### config.mk
export PLATFORM = sky130hd
export DESIGN_NAME = sid_core
export DESIGN_NICKNAME = d
export VERILOG_FILES = /design/src/verilog/sid_pkg.sv /design/src/verilog/sid_core.sv /design/src/verilog/sid_sub8.sv
export VERILOG_INCLUDE_DIRS = /design/src /design/src/verilog
export SDC_FILE = /design/constraint.sdc
export NUM_CORES = 1
export LEC_CHECK = 0
export BUFFER_PORTS_ARGS = -buffer_cell sky130_fd_sc_hd__buf_2
export CORE_MARGIN = 1
export CORE_UTILIZATION = 46
export CTS_BUF_LIST = sky130_fd_sc_hd__clkbuf_2 sky130_fd_sc_hd__clkbuf_4 sky130_fd_sc_hd__clkbuf_8
export DETAILED_ROUTE_END_ITERATION = 10
export GPL_TIMING_DRIVEN = 0
export MAX_ROUTING_LAYER = met4
export PLACE_DENSITY = 0.78
export SETUP_SLACK_MARGIN = 0.05
export SLEW_MARGIN = 0
export SYNTH_ARGS = -nofsm -noshare
export SYNTH_HDL_FRONTEND = slang
export SYNTH_SLANG_ARGS = --single-unit
export TNS_END_PERCENT = 20
### constraint.sdc
create_clock -name clk_sys_in -period 2.1 [get_ports clk_sys_in]
set_clock_uncertainty 0.2 [all_clocks]
set_input_delay 0.21 -clock clk_sys_in [delete_from_list [all_inputs] [get_ports clk_sys_in]]
set_output_delay 0.21 -clock clk_sys_in [all_outputs]
set_load 0.02 [all_outputs]
### src/verilog/sid_defs.svh
`ifndef SID_DEFS_SVH
`define SID_DEFS_SVH

// Opcode pattern of the literal form: bits 13..9 are 5'b11110, bit 8 is ignored.
`define SID_LIT_OP_MASK 14'h3E00
`define SID_LIT_OP_VAL 14'h3C00
// Opcode pattern of the file form: bits 13..8 are 6'b000010.
`define SID_REG_OP_MASK 14'h3F00
`define SID_REG_OP_VAL 14'h0200
// Field positions inside the instruction word.
`define SID_DEST_BIT 7
`define SID_ADDR_MSB 6
`define SID_IMM_MSB 7
// Reset values.
`define SID_ACC_RST 8'h00
`define SID_FLAG_RST 1'b0

`endif

### src/verilog/sid_pkg.sv
package sid_pkg;
   // Instruction word and data types.
   typedef logic [13:0] sid_word_t;
   typedef logic [7:0] sid_byte_t;
   typedef logic [6:0] sid_addr_t;
   // Decoded operation kind.
   typedef enum logic [1:0] {SID_OP_NONE, SID_OP_LIT, SID_OP_REG} sid_op_e;
endpackage

### src/verilog/sid_core.sv
`timescale 1ns/10ps
// Notes on behaviour
// RULE_01: Literal form computes immediate minus accumulator.
// RULE_02: Literal form writes only the accumulator.
// RULE_03: File form computes addressed register minus accumulator.
// RULE_04: Target bit zero writes accumulator only.
// RULE_05: Target bit one writes register only.
// RULE_06: Carry set means no borrow occurred.
// RULE_07: Both update carry, nibble flag, zero; one cycle.
`include "sid_defs.svh"
module sid_core
(
   // Clock and reset.
   input wire logic clk_sys_in,
   input wire logic arst_n_in,
   // Instruction issue, one instruction per cycle while valid is high.
   input wire logic instr_valid_in,
   input wire sid_pkg::sid_word_t instr_in,
   // File register read data for the address on reg_raddr_out, same cycle.
   input wire sid_pkg::sid_byte_t reg_rdata_in,
   // File register read address, combinational from the instruction.
   output sid_pkg::sid_addr_t reg_raddr_out,
   // File register write port, registered.
   output logic reg_we_out,
   output sid_pkg::sid_addr_t reg_waddr_out,
   output sid_pkg::sid_byte_t reg_wdata_out,
   // Accumulator and flags.
   output sid_pkg::sid_byte_t acc_out,
   output logic carry_out,
   output logic nibble_borrow_flag_out,
   output logic zero_out
);
   import sid_pkg::*;

   // ******************************************************
   // State.
   // ******************************************************

   // All registered state of the slice.
   typedef struct packed
   {
      sid_byte_t acc;
      logic carry;
      logic nib;
      logic zero;
      logic we;
      sid_addr_t waddr;
      sid_byte_t wdata;
   } sid_state_s;

   sid_state_s state_ff; // Registered state.
   sid_state_s nxt_state; // Next value of the state.
   sid_op_e op; // Decoded operation.
   sid_byte_t minuend; // Left operand of the subtraction.
   sid_byte_t diff; // Difference.
   logic no_borrow; // Carry out of the full subtraction.
   logic nib_no_borrow; // Carry out of the low nibble.

   // Decoding of the opcode field, used by the datapath and the checks.
   function automatic sid_op_e decode_op(input sid_word_t w);
      begin
         if ((w & `SID_LIT_OP_MASK) == `SID_LIT_OP_VAL)
         begin
            decode_op = SID_OP_LIT;
         end
         else if ((w & `SID_REG_OP_MASK) == `SID_REG_OP_VAL)
         begin
            decode_op = SID_OP_REG;
         end
         else
         begin
            decode_op = SID_OP_NONE;
         end
      end
   endfunction

   // ******************************************************
   // Datapath.
   // ******************************************************

   // Operand choice: immediate for the literal form, file data otherwise.
   always_comb
   begin
      op = instr_valid_in ? decode_op(instr_in) : SID_OP_NONE;
      if (op == SID_OP_LIT)
      begin
         minuend = instr_in[`SID_IMM_MSB:0]; // RULE_01
      end
      else
      begin
         minuend = reg_rdata_in; // RULE_03
      end
   end

   // Shared subtractor; the accumulator is always the subtrahend.
   sid_sub8 u_sub
   (
      .minuend_in(minuend),
      .subtrahend_in(state_ff.acc),
      .diff_out(diff),
      .no_borrow_out(no_borrow),
      .nib_no_borrow_out(nib_no_borrow)
   );

   // Next state: the write target and flags follow the decoded form.
   always_comb
   begin
      nxt_state = state_ff;
      nxt_state.we = 1'b0;
      case (op)
         SID_OP_LIT:
         begin
            nxt_state.acc = diff; // RULE_02
         end
         SID_OP_REG:
         begin
            if (instr_in[`SID_DEST_BIT])
            begin
               nxt_state.we = 1'b1; // RULE_05
               nxt_state.waddr = instr_in[`SID_ADDR_MSB:0];
               nxt_state.wdata = diff;
            end
            else
            begin
               nxt_state.acc = diff; // RULE_04
            end
         end
         default:
         begin
            nxt_state.we = 1'b0;
         end
      endcase
      // Flags are updated by both forms in the same cycle.
      if (op != SID_OP_NONE)
      begin
         nxt_state.carry = no_borrow; // RULE_06
         nxt_state.nib = nib_no_borrow; // RULE_07
         nxt_state.zero = (diff == 8'h00); // RULE_07
      end
   end

   // State register.
   always_ff @(posedge clk_sys_in or negedge arst_n_in)
   begin
      if (!arst_n_in)
      begin
         state_ff <= '0;
         state_ff.acc <= `SID_ACC_RST;
         state_ff.carry <= `SID_FLAG_RST;
      end
      else
      begin
         state_ff <= nxt_state;
      end
   end

   // ******************************************************
   // Outputs.
   // ******************************************************

   // Read address is taken straight from the instruction word so data returns this cycle.
   assign reg_raddr_out = instr_in[`SID_ADDR_MSB:0];
   assign reg_we_out = state_ff.we;
   assign reg_waddr_out = state_ff.waddr;
   assign reg_wdata_out = state_ff.wdata;
   assign acc_out = state_ff.acc;
   assign carry_out = state_ff.carry;
   assign nibble_borrow_flag_out = state_ff.nib;
   assign zero_out = state_ff.zero;

   // ******************************************************
   // Checks.
   // ******************************************************

   // Literal form result lands in the accumulator one edge later.
   lit_result_a: assert property (@(posedge clk_sys_in) disable iff (!arst_n_in) // RULE_01
      (instr_valid_in && decode_op(instr_in) == SID_OP_LIT)
      |=> acc_out == 8'($past(instr_in[7:0]) - $past(acc_out)))
      else $error("literal difference wrong");

   // Literal form never writes a file register.
   lit_nowrite_a: assert property (@(posedge clk_sys_in) disable iff (!arst_n_in) // RULE_02
      (instr_valid_in && decode_op(instr_in) == SID_OP_LIT) |=> !reg_we_out)
      else $error("literal form wrote a register");

   // File form to accumulator keeps the register untouched.
   reg_to_acc_a: assert property (@(posedge clk_sys_in) disable iff (!arst_n_in) // RULE_04
      (instr_valid_in && decode_op(instr_in) == SID_OP_REG && !instr_in[7])
      |=> !reg_we_out && acc_out == 8'($past(reg_rdata_in) - $past(acc_out)))
      else $error("file form to accumulator wrong");

   // File form to register writes the difference and keeps the accumulator.
   reg_to_reg_a: assert property (@(posedge clk_sys_in) disable iff (!arst_n_in) // RULE_05
      (instr_valid_in && decode_op(instr_in) == SID_OP_REG && instr_in[7])
      |=> reg_we_out && $stable(acc_out) && reg_waddr_out == $past(instr_in[6:0])
          && reg_wdata_out == 8'($past(reg_rdata_in) - $past(acc_out)))
      else $error("file form to register wrong"); // RULE_03

   // Carry means the minuend was not below the accumulator.
   carry_flag_a: assert property (@(posedge clk_sys_in) disable iff (!arst_n_in) // RULE_06
      (instr_valid_in && decode_op(instr_in) == SID_OP_LIT)
      |=> carry_out == ($past(instr_in[7:0]) >= $past(acc_out)))
      else $error("carry flag wrong");

   // Zero flag follows the accumulator result.
   zero_flag_a: assert property (@(posedge clk_sys_in) disable iff (!arst_n_in) // RULE_07
      (instr_valid_in && (decode_op(instr_in) == SID_OP_LIT
          || (decode_op(instr_in) == SID_OP_REG && !instr_in[7])))
      |=> zero_out == (acc_out == 8'h00))
      else $error("zero flag wrong");

   // File form to register takes its zero flag from the written byte.
   reg_zero_a: assert property (@(posedge clk_sys_in) disable iff (!arst_n_in) // RULE_07
      (instr_valid_in && decode_op(instr_in) == SID_OP_REG && instr_in[7])
      |=> zero_out == (reg_wdata_out == 8'h00))
      else $error("file form zero flag wrong");

   // File form carry and nibble flags compare the register byte with the accumulator.
   reg_flags_a: assert property (@(posedge clk_sys_in) disable iff (!arst_n_in) // RULE_06
      (instr_valid_in && decode_op(instr_in) == SID_OP_REG)
      |=> carry_out == ($past(reg_rdata_in) >= $past(acc_out))
          && nibble_borrow_flag_out == ($past(reg_rdata_in[3:0]) >= $past(acc_out[3:0])))
      else $error("file form flags wrong");

   // Nibble flag means the low nibble did not borrow.
   nib_flag_a: assert property (@(posedge clk_sys_in) disable iff (!arst_n_in) // RULE_07
      (instr_valid_in && decode_op(instr_in) == SID_OP_LIT)
      |=> nibble_borrow_flag_out == ($past(instr_in[3:0]) >= $past(acc_out[3:0])))
      else $error("nibble flag wrong");

   // Non-subtract words change nothing.
   idle_hold_a: assert property (@(posedge clk_sys_in) disable iff (!arst_n_in) // RULE_07
      (!instr_valid_in || decode_op(instr_in) == SID_OP_NONE)
      |=> !reg_we_out && $stable(acc_out) && $stable(carry_out) && $stable(zero_out))
      else $error("idle cycle changed state");
endmodule

### src/verilog/sid_sub8.sv
`timescale 1ns/10ps
// Eight-bit subtractor: minuend minus subtrahend by adding the complement plus one.
module sid_sub8
(
   // Operands.
   input wire logic [7:0] minuend_in,
   input wire logic [7:0] subtrahend_in,
   // Results.
   output logic [7:0] diff_out,
   output logic no_borrow_out,
   output logic nib_no_borrow_out
);
   // Full-width and low-nibble sums with carry out.
   logic [8:0] full_sum;
   logic [4:0] nib_sum;

   // Carry out of a complement-add is set when no borrow occurred.
   always_comb
   begin
      full_sum = {1'b0, minuend_in} + {1'b0, ~subtrahend_in} + 9'h001;
      nib_sum = {1'b0, minuend_in[3:0]} + {1'b0, ~subtrahend_in[3:0]} + 5'h01;
      diff_out = full_sum[7:0];
      no_borrow_out = full_sum[8];
      nib_no_borrow_out = nib_sum[4];
   end
endmodule

==> summary.txt <==
Run status
  • Outcome: complete, but fails checks
  • Violated checks: setup timing

Power
  • Pleak: 1.18 nW
  • Maximum vdd drop: 0.000720 V
  • P per Cell Area: 1130 mW/mm^2

Cells and area
  • Fin nets: 267
  • Util after Layout: 71.8%
  • Antenna Cells: 0
  • Commonest non-fill, non-tap cell in the layout: buf_2
  • Layout cells sized above 1: 54.7%
  • Commonest cells after routing, fill and taps aside: buf_2, dfrtp_1, mux2_2
  • Area delta synth->final: 43.7%

Yosys
  • Top FF cell, synth: dfrtp_1
  • Cell Area, Synth: 0.00158 sq mm
  • Distinct cells, synth: 36
  • Sequential fraction of the synthesis area: 42.9%
  • Yosys reg bits: 27
  • Post-synth EDFFs: 0
  • Average cell area after synthesis: 10.7 sq um
  • Main combinational cell family by area after synthesis: multiplexers
  • FFs w/ async S/R, synth: 100%
  • Simple-Gate Fraction of Synth Area: 10.6%
  • Fraction of synthesized area in multiplexers: 14.9%
  • Post-synthesis adder-cell area fraction: 7.62%
  • Syn Nets: 182
  • XOR/XNOR share of the synthesized area: 1.67%
  • Post-synthesis compound-gate area fraction: 13.8%
  • Synth warn: 0
  • Gate Count Post-Synth: 148

Die
  • Io pins: 59
  • Die H: 60.5 um
  • Starting Density: 50.0%
  • Die width: 60.5 um
  • Core area: 0.00315 sq mm
  • Die Area: 0.00367 sq mm
  • Core Rows: 20

GRT
  • First-pass GRT wire length: 6.08 mm
  • Initial antenna violation count: 0
  • Total gr overflow: 0
  • Largest net degree at the start of global routing: 28
  • Global-route usage over all layers: 23.2%
  • Vias in the first global route: 1310

Critical path
  • FF-to-FF setup slack: -0.22 ns
  • Worst EP arrival: 2.65 ns
  • Worst r2r src: acc_out[0]
  • Critical Path End Type: register
  • CP endpoint: zero_out
  • Register-to-Register Path Depth: 8
  • Type of origin of the critical path: primary input
  • Critical path type: in2reg
  • Crit-path max FO: 5
  • Start point of the critical path: instr_valid_in
  • Worst EP required: 2.16 ns
  • Reg2reg end: zero_out

STA
  • Final-report hold violation count: 0
  • RSZ-0062 raised after global routing: yes
  • Period utilization: 123%
  • Max-slew violation count: 0
  • Peak Freq: 0.386 GHz
  • # setup viols final: 13
  • Rel. slew slack: 59.7%
  • Measured slew at the worst slew-check pin: 0.604 ns
  • Fin crit period: 2.59 ns
  • Final worst slack: -0.489 ns

Detailed routing
  • Post-Route WL: 3.96 mm
  • Routed Antenna Nets: 0
  • # DRC: 0
  • Via count: 1416
  • Wire length per cell: 14.3 um
  • Via density per instance: 5.13
  • Drt pass-1 iters: 4
  • Initial DRC count: 28

Clock network
  • Clock sink count: 27
  • H-Tree Depth: 1
  • Total CTS buffers: 3
  • Root Driver: clkbuf_4
  • Max Buffers Root-to-Sink: 2
  • Clk Latency, worst-skew pair: 0.33 ns
  • CTS tree: yes
  • Clock transition at path regs: 0.15 ns

Placement
  • Worst slack at placement: -0.844 ns
  • GPL Wtd Cong: 0.857
  • Port buffer count: 58
  • Dpl hpwl: 2.44 mm

Worst hold path
  • Hold Crit Class: in2reg
  • Hold path cells: 4

Flow run
  • Maxcap violations: 0
[layout make-up]
type,count,area [sq um]
Fill cell,231,888
Multi-Input combinational cell,96,852
Sequential cell,27,676
Timing Repair Buffer,80,519
Buffer,12,86.3
Tap cell,44,55.1
Inverter,13,48.8
Clock buffer,3,22.5
Clock inverter,1,5.00
[logic make-up after synthesis]
logic type / after synthesis
buffers and inverters: 25
multiplexers: 21
flip-flops: 27
adder cells (fa/ha/maj): 9
XOR/XNOR: 3
AND/OR/NAND/NOR: 30
AO/OA/AOI/OAI: 33
[repair_timing]
item,CTS,global route
resized for setup,21,7
pin swaps,6,4
hold buffers,9,0
gates cloned,1,0
buffers inserted,7,5
endpoints found under the setup margin,12,15
hold endpoints to repair,35,0
[per-layer routing]
| metal | track usage (%) | wire length [um] | share of wire, % | vias up |
|---|---|---|---|---|
| met4 | 8.77 | 103 | 2.6 | 0 |
| met1 | 30.0 | 1800 | 45 | 663 |
| li1 | - | - | - | 682 |
| met5 | - | 0 | 0 | - |
| met2 | 36.3 | 1870 | 47 | 57 |
| met3 | 4.05 | 181 | 4.6 | 14 |
[state kept, by name (all words and copies together) (netlist names)]
name,count
nibble_borrow_flag_out,1
zero_out,1
acc_out,8
reg_wdata_out,8
reg_we_out,1
carry_out,1
reg_waddr_out,7
[Yosys cell counts, types with 3 or more instances]
| cell type | instances | area [sq um] |
|---|---|---|
| a21oi_1 | 9 | 45.0 |
| buf_2 | 3 | 15.0 |
| buf_4 | 8 | 60.1 |
| dfrtp_1 | 27 | 676 |
| ha_1 | 8 | 100 |
| inv_1 | 13 | 48.8 |
| mux2_2 | 20 | 225 |
| nand2_1 | 11 | 41.3 |
| nor2_1 | 4 | 15.0 |
| o21ai_0 | 10 | 50.1 |
[report_power, final]
part | internal, mW | leakage, nW | switching (mW)
clock | 0.0716 | 0.0177 | 0.164
combinational | 0.750 | 0.806 | 0.850
sequential | 0.641 | 0.353 | 0.0791
total | 1.46 | 1.18 | 1.09
[worst min path at each step]
stage / startpoint / slack, ns / endpoint
2_1_floorplan: arst_n_in / -0.29 / acc_out[0]
3_3_place_gp: arst_n_in / 0.05 / reg_waddr_out[0]
3_5_place_dp: arst_n_in / 0.06 / reg_waddr_out[0]
4_1_cts: instr_in[9] / 0.11 / reg_we_out
5_1_grt: instr_in[9] / 0.13 / reg_we_out
6_report: instr_in[9] / 0.12 / reg_we_out
[critical path, stage by stage]
cell and delay (ns):
buf_6 0.07, nand4_1 0.12, nor3b_2 0.26, buf_6 0.16, buf_4 0.11, mux2_4 0.31
fa_2 0.37, a21o_1 0.20, a21oi_2 0.23, xor2_2 0.19, o2111ai_1 0.16, o32ai_2 0.26
[through the flow]
stage	cell area [sq um]	power [mW]	hold WS (ns)	cells	TNS [ns]
2_1_floorplan	1600	1.57	-0.286	148	-4.06
3_3_place_gp	1950	1.86	0.0496	250	-8.23
3_5_place_dp	1950	1.87	0.0557	250	-8.15
4_1_cts	2190	2.35	0.109	271	-2.71
5_1_grt	2260	2.73	0.134	276	-6.27
6_report	2260	2.56	0.116	276	-4.65
Power figures use the tool's default switching activity.
